$ cat config.mk
export PLATFORM = sky130hd
export DESIGN_NAME = gtu_top
export DESIGN_NICKNAME = d
export VERILOG_FILES = /design/src/gtu_pkg.sv /design/src/gtu_top.sv /design/src/gtu_timer.sv
export SDC_FILE = /design/constraint.sdc
export NUM_CORES = 1
export LEC_CHECK = 0
export ABC_CLOCK_PERIOD_IN_PS = 37900
export BUFFER_PORTS_ARGS = -buffer_cell sky130_fd_sc_hd__buf_2
export CORE_MARGIN = 4
export CORE_UTILIZATION = 50
export CTS_CLUSTER_SIZE = 8
export DETAILED_ROUTE_END_ITERATION = 16
export GPL_TIMING_DRIVEN = 0
export MAX_ROUTING_LAYER = met4
export PLACE_DENSITY = 0.68
export SLEW_MARGIN = 40
export SYNTH_ARGS = -nofsm -noshare
export SYNTH_HDL_FRONTEND = slang
export SYNTH_SLANG_ARGS = --single-unit
$ cat constraint.sdc
create_clock -name sys_clk_i -period 37.9 [get_ports sys_clk_i]
set_input_delay 11.37 -clock sys_clk_i [delete_from_list [all_inputs] [get_ports sys_clk_i]]
set_output_delay 11.37 -clock sys_clk_i [all_outputs]
set_load 0.01 [all_outputs]
$ cat src/gtu_pkg.sv
// Package of register offsets, field layouts and modes for the general timer unit.
package gtu_pkg;

    // ------------------------------------------------------------------
    // Geometry
    // ------------------------------------------------------------------
    localparam int NUM_TIMERS = 4;             // Timers in the daisy chain.
    localparam int CNT_W      = 16;            // Counter width.
    localparam int ADDR_W     = 8;             // Byte address width.

    // ------------------------------------------------------------------
    // Register byte offsets (per-timer block at TMR_BASE + n*TMR_STRIDE)
    // ------------------------------------------------------------------
    localparam logic [7:0] OFS_SYNC    = 8'h00; // Timer sync register.
    localparam logic [7:0] OFS_PROPS   = 8'h04; // Timer properties register.
    localparam logic [7:0] OFS_ISTAT   = 8'h08; // Interrupt status, write one to clear.
    localparam logic [7:0] OFS_IMASK   = 8'h0c; // Interrupt mask.
    localparam logic [7:0] TMR_BASE    = 8'h40; // First per-timer block.
    localparam logic [7:0] TMR_STRIDE  = 8'h20; // Size of one per-timer block.
    localparam logic [4:0] OFS_MODE    = 5'h00; // Timer mode register.
    localparam logic [4:0] OFS_LOAD    = 5'h04; // Timer interval load register.
    localparam logic [4:0] OFS_MATCH   = 5'h08; // Timer match register.
    localparam logic [4:0] OFS_PRESC   = 5'h0c; // Timer prescale register.
    localparam logic [4:0] OFS_COUNT   = 5'h10; // Current counter value, read only.

    // ------------------------------------------------------------------
    // Properties register value: the faulty silicon reads narrow.
    // ------------------------------------------------------------------
    localparam logic [31:0] PROPS_NARROW = 32'h0000_0000;
    localparam logic [31:0] PROPS_WIDE   = 32'h0000_0001; // Intended value, never returned.

    // ------------------------------------------------------------------
    // Mode register fields
    // ------------------------------------------------------------------
    localparam int MODE_FN_LSB  = 0;            // Function select, 3 bits.
    localparam int MODE_EN_BIT  = 3;            // Timer enable.
    localparam int MODE_UP_BIT  = 4;            // Count up when set.
    localparam int MODE_WOT_BIT = 5;            // Wait on trigger bit.
    localparam logic [5:0] MODE_MASK = 6'h3f;

    // Function encodings.
    localparam logic [2:0] FN_ONESHOT  = 3'h0;
    localparam logic [2:0] FN_PERIODIC = 3'h1;
    localparam logic [2:0] FN_PWM      = 3'h2;
    localparam logic [2:0] FN_RTC      = 3'h3;
    localparam logic [2:0] FN_ECOUNT   = 3'h4;
    localparam logic [2:0] FN_ETIME    = 3'h5;

    localparam logic [CNT_W-1:0] CNT_ZERO = 16'h0000;
    localparam logic [CNT_W-1:0] CNT_ONE  = 16'h0001;
    localparam logic [CNT_W-1:0] CNT_MAX  = 16'hffff;
    localparam logic [7:0]       PRE_ZERO = 8'h00;
    localparam logic [7:0]       PRE_ONE  = 8'h01;

    // Decoded mode register of one timer.
    typedef struct packed {
        logic       wot;
        logic       up;
        logic       en;
        logic [2:0] fn;
    } gtu_mode_t;

    // Register write request to one timer.
    typedef struct packed {
        logic             mode_we;
        logic             load_we;
        logic             match_we;
        logic             presc_we;
        logic [CNT_W-1:0] data;
    } gtu_wr_t;

endpackage

$ cat src/gtu_top.sv
// Top of the general timer unit with its Wishbone register slave.
//
// Overview of operation
// - Sync bits stay set after synchronising.
// - Properties register reads zero, narrow timer.
// - Daisy chain works in one-shot, periodic.
// - PWM timer ignores wait-on-trigger, starts.
// - Waiting after PWM predecessor never starts.
// - No sync if RTC or edge-count selected.
// - Match or prescale write steps counter if RTC or edge-count.
// - Edge-time up, load all ones breaks prescaler.
// - Edge-count up needs one extra edge.
`timescale 1ns/10ps
module gtu_top
    import gtu_pkg::*;
(
    // Clock and reset.
    input  wire logic                  sys_clk_i,
    input  wire logic                  rst_i,
    // Wishbone classic slave.
    input  wire logic                  wb_cyc_i,
    input  wire logic                  wb_stb_i,
    input  wire logic                  wb_we_i,
    input  wire logic [ADDR_W-1:0]     wb_adr_i,
    input  wire logic [3:0]            wb_sel_i,
    input  wire logic [31:0]           wb_dat_i,
    output logic      [31:0]           wb_dat_o,
    output logic                       wb_ack_o,
    output logic                       wb_err_o,
    // Input edge pins, one per timer.
    input  wire logic [NUM_TIMERS-1:0] edge_pin_i,
    // Interrupt.
    output logic                       irq_o
);

    // ------------------------------------------------------------------
    // Types and storage
    // ------------------------------------------------------------------
    localparam int EV_W = 2 * NUM_TIMERS;   // Timeout and match per timer.

    logic [NUM_TIMERS-1:0] sync_r;          // Timer sync register.
    logic [NUM_TIMERS-1:0] sync_pulse_r;    // Sync request issued to the timers.
    logic [EV_W-1:0]       istat_r;         // Sticky interrupt status.
    logic [EV_W-1:0]       imask_r;         // Interrupt mask.
    logic                  ack_r;           // Bus acknowledge.
    logic                  err_r;           // Bus error for unmapped addresses.
    logic [31:0]           rdat_r;          // Registered read data.
    logic [NUM_TIMERS-1:0] pin_s1_r;        // Edge pin synchroniser, first stage.
    logic [NUM_TIMERS-1:0] pin_s2_r;        // Edge pin synchroniser, second stage.
    logic [NUM_TIMERS-1:0] pin_s3_r;        // Delayed stage for edge detection.

    gtu_mode_t             t_mode  [NUM_TIMERS];
    logic [CNT_W-1:0]      t_load  [NUM_TIMERS];
    logic [CNT_W-1:0]      t_match [NUM_TIMERS];
    logic [7:0]            t_presc [NUM_TIMERS];
    logic [CNT_W-1:0]      t_count [NUM_TIMERS];
    logic [NUM_TIMERS-1:0] t_tout;
    logic [NUM_TIMERS-1:0] t_mev;
    logic [NUM_TIMERS-1:0] t_trig;          // Trigger into each timer from its predecessor; tied low for timer 0.
    logic [NUM_TIMERS-1:0] t_sync_blk;      // Timer is RTC or edge count.
    logic [NUM_TIMERS-1:0] edge_ev;         // Rising edge seen on a synchronised pin.
    logic [31:0]           t_rdat  [NUM_TIMERS];

    // ------------------------------------------------------------------
    // Bus decode
    // ------------------------------------------------------------------
    wire       req      = wb_cyc_i && wb_stb_i && !ack_r && !err_r;
    wire       wr_req   = req && wb_we_i;
    wire       in_tmr   = (wb_adr_i >= TMR_BASE) &&
                          (wb_adr_i < TMR_BASE + TMR_STRIDE * 8'(NUM_TIMERS));
    wire [7:0] tmr_rel  = wb_adr_i - TMR_BASE;
    wire [1:0] tmr_idx  = tmr_rel[6:5];
    wire [4:0] tmr_ofs  = tmr_rel[4:0];
    wire       hit_sync = (wb_adr_i == OFS_SYNC);
    wire       hit_prop = (wb_adr_i == OFS_PROPS);
    wire       hit_ist  = (wb_adr_i == OFS_ISTAT);
    wire       hit_imk  = (wb_adr_i == OFS_IMASK);
    wire       hit_treg = in_tmr && (tmr_ofs == OFS_MODE || tmr_ofs == OFS_LOAD ||
                          tmr_ofs == OFS_MATCH || tmr_ofs == OFS_PRESC || tmr_ofs == OFS_COUNT);
    wire       mapped   = hit_sync || hit_prop || hit_ist || hit_imk || hit_treg;
    wire       lane0    = wb_sel_i[0];
    wire       lane1    = wb_sel_i[1];

    // Sync write: a set bit only takes effect on a zero-to-one change and
    // zeros merely clear, so software must clear before re-requesting.
    wire                  sync_we   = wr_req && hit_sync && lane0;
    wire [NUM_TIMERS-1:0] sync_new  = wb_dat_i[NUM_TIMERS-1:0];
    wire [NUM_TIMERS-1:0] sync_rise = sync_new & ~sync_r;
    // The whole request is dropped if any selected timer is RTC or edge count.
    wire                  sync_blk  = |(sync_rise & t_sync_blk);
    wire [NUM_TIMERS-1:0] sync_req  = (sync_we && !sync_blk) ? sync_rise : '0;

    // Status: a new event beats a simultaneous clear.
    wire [EV_W-1:0] ev_all  = {t_mev, t_tout};
    wire [EV_W-1:0] ist_clr = (wr_req && hit_ist && lane0) ? wb_dat_i[EV_W-1:0] : '0;
    wire [EV_W-1:0] ist_nxt = (istat_r & ~ist_clr) | ev_all;

    // Read multiplexer.
    wire [31:0] rd_mux = hit_sync ? {{(32-NUM_TIMERS){1'b0}}, sync_r} :
                         hit_prop ? PROPS_NARROW :
                         hit_ist  ? {{(32-EV_W){1'b0}}, istat_r} :
                         hit_imk  ? {{(32-EV_W){1'b0}}, imask_r} :
                         hit_treg ? t_rdat[tmr_idx] : 32'h0000_0000;

    // ------------------------------------------------------------------
    // Per-timer channels and daisy chain
    // ------------------------------------------------------------------
    genvar g;
    generate
        for (g = 0; g < NUM_TIMERS; g++) begin : g_tmr
            gtu_wr_t wr_g;
            wire sel_g = wr_req && hit_treg && (tmr_idx == 2'(g)) && lane0 && lane1;
            assign wr_g.mode_we  = sel_g && (tmr_ofs == OFS_MODE);
            assign wr_g.load_we  = sel_g && (tmr_ofs == OFS_LOAD);
            assign wr_g.match_we = sel_g && (tmr_ofs == OFS_MATCH);
            assign wr_g.presc_we = sel_g && (tmr_ofs == OFS_PRESC);
            assign wr_g.data     = wb_dat_i[CNT_W-1:0];

            // Only one-shot and periodic predecessors drive the chain; a PWM
            // predecessor leaves its follower waiting forever.
            if (g == 0) begin : g_first
                assign t_trig[g] = 1'b0;
            end else begin : g_next
                assign t_trig[g] = t_tout[g-1] &&
                    (t_mode[g-1].fn == FN_ONESHOT || t_mode[g-1].fn == FN_PERIODIC);
            end

            assign t_sync_blk[g] = (t_mode[g].fn == FN_RTC) || (t_mode[g].fn == FN_ECOUNT);
            assign edge_ev[g]    = pin_s2_r[g] && !pin_s3_r[g];

            assign t_rdat[g] = (tmr_ofs == OFS_MODE)  ? {26'h0, 6'(t_mode[g])} :
                               (tmr_ofs == OFS_LOAD)  ? {16'h0, t_load[g]} :
                               (tmr_ofs == OFS_MATCH) ? {16'h0, t_match[g]} :
                               (tmr_ofs == OFS_PRESC) ? {24'h0, t_presc[g]} :
                                                        {16'h0, t_count[g]};

            gtu_timer u_timer (
                .sys_clk_i  (sys_clk_i),
                .rst_i      (rst_i),
                .wr_i       (wr_g),
                .sync_i     (sync_pulse_r[g]),
                .trig_i     (t_trig[g]),
                .edge_i     (edge_ev[g]),
                .mode_o     (t_mode[g]),
                .load_o     (t_load[g]),
                .match_o    (t_match[g]),
                .presc_o    (t_presc[g]),
                .count_o    (t_count[g]),
                .timeout_o  (t_tout[g]),
                .match_ev_o (t_mev[g])
            );
        end
    endgenerate

    // ------------------------------------------------------------------
    // Edge pin synchroniser; the second and third stages feed edge detection.
    // ------------------------------------------------------------------
    always_ff @(posedge sys_clk_i or posedge rst_i) begin
        if (rst_i) begin
            pin_s1_r <= '0;
            pin_s2_r <= '0;
            pin_s3_r <= '0;
        end else begin
            pin_s1_r <= edge_pin_i;
            pin_s2_r <= pin_s1_r;
            pin_s3_r <= pin_s2_r;
        end
    end

    // ------------------------------------------------------------------
    // Sync register: bits stay as written, hardware never clears them.
    // ------------------------------------------------------------------
    always_ff @(posedge sys_clk_i or posedge rst_i) begin
        if (rst_i) begin
            sync_r       <= '0;
            sync_pulse_r <= '0;
        end else begin
            if (sync_we) begin
                sync_r <= sync_new;
            end
            sync_pulse_r <= sync_req;
        end
    end

    // ------------------------------------------------------------------
    // Interrupt status and mask.
    // ------------------------------------------------------------------
    always_ff @(posedge sys_clk_i or posedge rst_i) begin
        if (rst_i) begin
            istat_r <= '0;
            imask_r <= '0;
        end else begin
            istat_r <= ist_nxt;
            if (wr_req && hit_imk && lane0) begin
                imask_r <= wb_dat_i[EV_W-1:0];
            end
        end
    end

    // ------------------------------------------------------------------
    // Bus answer: one wait state, ack or err then drop.
    // ------------------------------------------------------------------
    always_ff @(posedge sys_clk_i or posedge rst_i) begin
        if (rst_i) begin
            ack_r  <= 1'b0;
            err_r  <= 1'b0;
            rdat_r <= 32'h0000_0000;
        end else begin
            ack_r  <= req && mapped;
            err_r  <= req && !mapped;
            rdat_r <= (req && !wb_we_i) ? rd_mux : 32'h0000_0000;
        end
    end

    assign wb_ack_o = ack_r;
    assign wb_err_o = err_r;
    assign wb_dat_o = rdat_r;
    assign irq_o    = |(istat_r & imask_r);

endmodule

$ cat src/gtu_timer.sv
// One general timer channel of the timer unit.
`timescale 1ns/10ps
module gtu_timer
    import gtu_pkg::*;
(
    // Clock and reset.
    input  wire logic             sys_clk_i,
    input  wire logic             rst_i,
    // Register access.
    input  wire gtu_wr_t          wr_i,
    input  wire logic             sync_i,
    // Chain and edge inputs.
    input  wire logic             trig_i,
    input  wire logic             edge_i,
    // State out.
    output gtu_mode_t             mode_o,
    output logic [CNT_W-1:0]      load_o,
    output logic [CNT_W-1:0]      match_o,
    output logic [7:0]            presc_o,
    output logic [CNT_W-1:0]      count_o,
    output logic                  timeout_o,
    output logic                  match_ev_o
);

    // ------------------------------------------------------------------
    // Registers
    // ------------------------------------------------------------------
    gtu_mode_t        mode_r;      // Mode register.
    logic [CNT_W-1:0] load_r;      // Interval load register.
    logic [CNT_W-1:0] match_r;     // Match register.
    logic [7:0]       presc_r;     // Prescale register.
    logic [7:0]       pcnt_r;      // Prescaler counter.
    logic [CNT_W-1:0] cnt_r;       // Main counter.
    logic             run_r;       // Counting started (trigger seen or not needed).
    logic             armed_r;     // Edge-count match reached, next edge clears.

    logic [CNT_W-1:0] cnt_nxt;
    logic             run_nxt;
    logic             armed_nxt;
    logic [7:0]       pcnt_nxt;

    // ------------------------------------------------------------------
    // Decode
    // ------------------------------------------------------------------
    wire is_pwm    = (mode_r.fn == FN_PWM);
    wire is_rtc    = (mode_r.fn == FN_RTC);
    wire is_ecnt   = (mode_r.fn == FN_ECOUNT);
    wire is_etime  = (mode_r.fn == FN_ETIME);
    // A PWM timer never honours wait-on-trigger and starts at once.
    wire need_trig = mode_r.wot && !is_pwm;
    wire start_ok  = !need_trig || trig_i;
    // A sync restart only matters while the timer is running.
    wire do_sync   = sync_i && mode_r.en;
    // Match or prescale writes bump the counter in RTC and edge-count modes.
    wire bump      = mode_r.en && (is_rtc || is_ecnt) && (wr_i.match_we || wr_i.presc_we);
    // Prescaler: in edge-time up mode with load at all ones the tick is broken
    // and always fires, so the prescale value has no effect.
    wire pre_bad   = is_etime && mode_r.up && (load_r == CNT_MAX);
    wire pre_tick  = pre_bad || (pcnt_r == presc_r);
    // Counting event of the current function.
    wire src_ev    = (is_ecnt || is_etime) ? edge_i : pre_tick;
    wire cnt_top   = mode_r.up ? (cnt_r == load_r) : (cnt_r == CNT_ZERO);
    wire at_match  = (cnt_r == match_r);

    // ------------------------------------------------------------------
    // Next-state logic for counter and start control
    // ------------------------------------------------------------------
    always_comb begin
        cnt_nxt   = cnt_r;
        run_nxt   = run_r;
        armed_nxt = armed_r;
        pcnt_nxt  = pcnt_r;
        timeout_o = 1'b0;
        match_ev_o = 1'b0;
        if (!mode_r.en) begin
            // Disabled: stop and wait for a fresh start.
            run_nxt   = 1'b0;
            armed_nxt = 1'b0;
            pcnt_nxt  = PRE_ZERO;
        end else if (!run_r) begin
            if (start_ok) begin
                run_nxt = 1'b1;
                cnt_nxt = mode_r.up ? CNT_ZERO : load_r;
            end
        end else if (do_sync) begin
            // Synchronised restart of the counter.
            cnt_nxt  = mode_r.up ? CNT_ZERO : load_r;
            pcnt_nxt = PRE_ZERO;
        end else if (bump) begin
            cnt_nxt = mode_r.up ? cnt_r + CNT_ONE : cnt_r - CNT_ONE;
        end else begin
            if (!is_ecnt && !is_etime) begin
                pcnt_nxt = pre_tick ? PRE_ZERO : pcnt_r + PRE_ONE;
            end
            if (src_ev) begin
                if (is_ecnt && mode_r.up) begin
                    // Reaching match flags the event but holds the count;
                    // one extra edge is needed to return to zero.
                    if (armed_r) begin
                        cnt_nxt   = CNT_ZERO;
                        armed_nxt = 1'b0;
                    end else if (cnt_r + CNT_ONE == match_r) begin
                        cnt_nxt    = match_r;
                        armed_nxt  = 1'b1;
                        match_ev_o = 1'b1;
                    end else begin
                        cnt_nxt = cnt_r + CNT_ONE;
                    end
                end else if (cnt_top) begin
                    timeout_o = 1'b1;
                    cnt_nxt   = mode_r.up ? CNT_ZERO : load_r;
                    // One-shot stops after its timeout.
                    if (mode_r.fn == FN_ONESHOT) begin
                        run_nxt = 1'b0;
                    end
                end else begin
                    cnt_nxt    = mode_r.up ? cnt_r + CNT_ONE : cnt_r - CNT_ONE;
                    match_ev_o = at_match && is_ecnt;
                end
            end
        end
    end

    // ------------------------------------------------------------------
    // Register writes and state update
    // ------------------------------------------------------------------
    always_ff @(posedge sys_clk_i or posedge rst_i) begin
        if (rst_i) begin
            mode_r  <= '0;
            load_r  <= CNT_MAX;
            match_r <= CNT_MAX;
            presc_r <= PRE_ZERO;
        end else begin
            if (wr_i.mode_we)  mode_r  <= gtu_mode_t'(wr_i.data[5:0] & MODE_MASK);
            if (wr_i.load_we)  load_r  <= wr_i.data;
            if (wr_i.match_we) match_r <= wr_i.data;
            if (wr_i.presc_we) presc_r <= wr_i.data[7:0];
        end
    end

    // Counter state update.
    always_ff @(posedge sys_clk_i or posedge rst_i) begin
        if (rst_i) begin
            cnt_r   <= CNT_ZERO;
            run_r   <= 1'b0;
            armed_r <= 1'b0;
            pcnt_r  <= PRE_ZERO;
        end else begin
            cnt_r   <= cnt_nxt;
            run_r   <= run_nxt;
            armed_r <= armed_nxt;
            pcnt_r  <= pcnt_nxt;
        end
    end

    assign mode_o  = mode_r;
    assign load_o  = load_r;
    assign match_o = match_r;
    assign presc_o = presc_r;
    assign count_o = cnt_r;

endmodule

==> flow_metrics.py <==
metrics = {
    "status": {
        "outcome": "finished, final reports clean",
    },
    "sta": {
        "fin_worst_skew_ns": 0.01458,
        "setup_tns_ns": 0,
        "setup_violations": 0,
        "fin_crit_sh": 0.4217,
        "period_needed_ns": 15.98,
        "slew_viol_final": 0,
        "max_freq_mhz": 62.57,
        "tightestPinTransition_ns": 1.006,
        "hold_viol": 0,
        "rsz0062_at_grt": "no",
        "max_slew_margin": 0.3225,
    },
    "yosys": {
        "synth_cell_types": 111,
        "synth_edf_count": 0,
        "yosysSeqAreaShare": 0.3472,
        "synth_top_family_by_area": "simple AND/OR/NAND/NOR gates",
        "synth_compound_area_frac": 0.1808,
        "syn_inst": 2737,
        "synth.area.mux_share": 0.1249,
        "synth-seq-cells": 342,
        "yosysWarningCount": 0,
        "syn_area_um2": 25110,
        "synth_top_cell_by_area": "dfrtp_1",
        "synthFlopType": "dfrtp_1",
        "synth_common_cells": "nand2_1 (235), dfrtp_1 (214), nor2_1 (186)",
        "synthAdderAreaFrac": 0.008472,
        "async_reset_ff_frac": 1.000,
        "ys_top_cells_by_area": "dfrtp_1 (21%), dfstp_2 (13%), mux2_2 (7.8%)",
        "syn_avg_cell_area_um2": 9.173,
        "synth.top_cell.area_share": 0.2133,
        "synth.most_common_cell": "nand2_1",
        "yosys.area_share.simple": 0.1982,
        "synth-xor-area-share": 0.09244,
    },
    "floorplanning": {
        "dieArea_um2": 53870,
        "io_pins": 88,
        "rows": 81,
        "start_util": 0.5098,
        "core_area_um2": 49250,
        "die_height_um": 232.1,
        "fp.dieW_um": 232.1,
    },
    "clock_tree": {
        "clkTransAtPathRegs_ns": 0.05,
        "cts_sinks": 342,
        "clock_path_buffers": 3,
        "hold_buffers": 0,
        "cts_max_level": 2,
        "cts.repair.resized": 0,
        "postCtsSetupRepairBufs": 0,
        "numCtsBuffers": 49,
        "tritoncts": "built",
        "clk_latency_ns": 0.60,
        "root_buffer": "clkbuf_16",
    },
    "placement": {
        "portBuffers": 50,
        "dp_hpwl_um": 77990,
        "gp_congestion": 1.201,
    },
    "pwr": {
        "finalPower_w": 0.0009145,
        "pwr_density_cell_nw_per_um2": 32.77,
        "peakVddDrop_uv": 34.51,
        "leakage_nw": 11.06,
    },
    "min_path": {
        "hp-class": "reg -> reg",
        "hp-start": "pin_s1_r[1]$_DFF_PP0_",
        "min_path_cells": 0,
        "worstHoldEndpoint": "pin_s2_r[1]$_DFF_PP0_",
    },
    "route": {
        "wirelength_um": 105800,
        "route.detailed.drc": 0,
        "ant_nets": 0,
        "vias": 24548,
        "drt-pass1-iter-count": 6,
        "wl_per_cell_um": 29.68,
        "viasPerCell": 6.890,
        "first_iter_violations": 3142,
    },
    "setup_path": {
        "crit_fanout": 10,
        "r2r_slack_ns": 33.76,
        "r2r_start": "g_tmr[1].u_timer.count_o[0]$_DFFE_PP0P_",
        "cp-start-kind": "input pin",
        "crit_path_end_kind": "register",
        "critical_path_class": "in -> reg",
        "rr_endpoint": "g_tmr[2].u_timer.count_o[11]$_DFFE_PP0P_",
        "ff2ff_path_depth": 13,
        "worstPathArrival_ns": 16.50,
        "required_ns": 38.42,
    },
    "global_route": {
        "overflow": 0,
        "grt_pass1_vias": 23250,
        "grt_util_all_layers": 0.3934,
        "antenna_found_initial": 3,
        "grt_max_degree": 82,
        "grt_pass1_wl_um": 154700,
    },
    "job": {
        "maxCapViolations": 0,
    },
    "final_layout": {
        "layout.nets": 2927,
        "area_delta_synth_final_pct": 11.16,
        "drive_gt1_frac": 0.2147,
        "fin_util": 0.5666,
    },
}
==> power breakdown <==
part	internal, W	total [W]	leakage [nW]	switching, W
clock	0.000255	0.000430	0.697	0.000175
combinational	0.0000336	0.000102	6.22	0.0000685
sequential	0.000373	0.000382	4.14	0.00000896
total	0.000662	0.000914	11.1	0.000253
==> layer usage <==
metal	vias up	track usage	share of wire	routed length, um
met3	305	0.07458	0.11	11230
met5	-	-	0	0
met1	12189	0.5444	0.41	43450
met4	0	0.1846	0.055	5794
met2	1642	0.5584	0.43	45270
li1	10412	-	-	-
==> sequential cells by signal, summed over array words and instances (netlist names), 8 cells and up <==
register               count
g_tmr.u_timer.count_o     64
g_tmr.u_timer.load_o      64
g_tmr.u_timer.match_o     64
g_tmr.u_timer.mode_o      24
g_tmr.u_timer.pcnt_r      32
g_tmr.u_timer.presc_o     32
imask_r                    8
istat_r                    8
wb_dat_o                  16
==> per-stage QoR <==
stage | std cells | instance area (um^2) | setup slack (ns) | hold slack [ns]
final | 3563 | 27910 | 21.92 | 0.3450
after detailed placement | 3470 | 26430 | 21.47 | 0.3347
after floorplan | 2752 | 25160 | 17.26 | 0.3312
after global routing | 3563 | 27910 | 21.88 | 0.3541
after global placement | 3466 | 26250 | 13.16 | 0.3347
after CTS | 3561 | 27890 | 22.10 | 0.3456
==> worst max-delay path, cell delays in order <==
cell,delay [ns]
buf_2,0.21
buf_1,0.62
clkbuf_1,0.47
inv_1,0.25
ha_1,0.36
or3b_1,0.39
nor4b_2,0.73
buf_4,0.33
nand3_1,0.19
nor2_1,0.74
buf_2,0.43
mux2_2,0.38
==> logic make-up after synthesis <==
kind of cell,Yosys count
xor gates and xnor gates,265
DFF,342
muxes,245
other,1
adders and majority gates,17
and+or+nand+nor,934
buffers and inverters,269
AOI/OAI and AO/OA,664
==> cell type report <==
| type | count | area [um^2] |
|---|---|---|
| fillers | 4480 | 21350 |
| multi-input cells | 2141 | 15320 |
| flip-flops and latches | 342 | 8718 |
| clock buffers | 90 | 1453 |
| plain buffers | 218 | 1013 |
| well taps | 664 | 830.8 |
| repair buffers | 54 | 360.3 |
| inverters | 51 | 198.9 |
| clock inverters | 1 | 8.758 |
| diodes | 2 | 5.005 |
==> cells in the final DEF, fill, tap and decap left out, drive strengths merged, types with 14 or more instances in the layout <==
cell type / instances
a2111oi: 17
a21o: 15
a21oi: 134
a221oi: 20
a22o: 22
a22oi: 48
a31oi: 48
and2: 15
and3: 26
buf: 161
clkbuf: 201
conb: 16
dfrtp: 214
dfstp: 128
ha: 17
inv: 51
mux2: 187
mux2i: 22
mux4: 36
nand2: 238
nand2b: 24
nand3: 77
nand4: 78
nor2: 189
nor2b: 39
nor3: 70
nor3b: 16
nor4: 57
o211ai: 36
o21a: 14
o21ai: 149
o22ai: 21
o31ai: 18
or3: 15
or4: 21
xnor2: 162
xor2: 103
==> worst max path at each step <==
stage,startpoint,endpoint,cells after the start
after floorplan,rst_i,g_tmr[0].u_timer.armed_r$_DFFE_PP0P_,1
after global placement,rst_i,g_tmr[0].u_timer.count_o[12]$_DFFE_PP0P_,2
after detailed placement,wb_adr_i[6],g_tmr[1].u_timer.load_o[0]$_DFFE_PP1P_,12
after CTS,wb_adr_i[6],g_tmr[1].u_timer.load_o[0]$_DFFE_PP1P_,12
after global routing,wb_adr_i[6],g_tmr[1].u_timer.load_o[1]$_DFFE_PP1P_,12
final,wb_adr_i[6],g_tmr[1].u_timer.load_o[0]$_DFFE_PP1P_,12
Note: power is estimated with default switching activity, not from simulation.
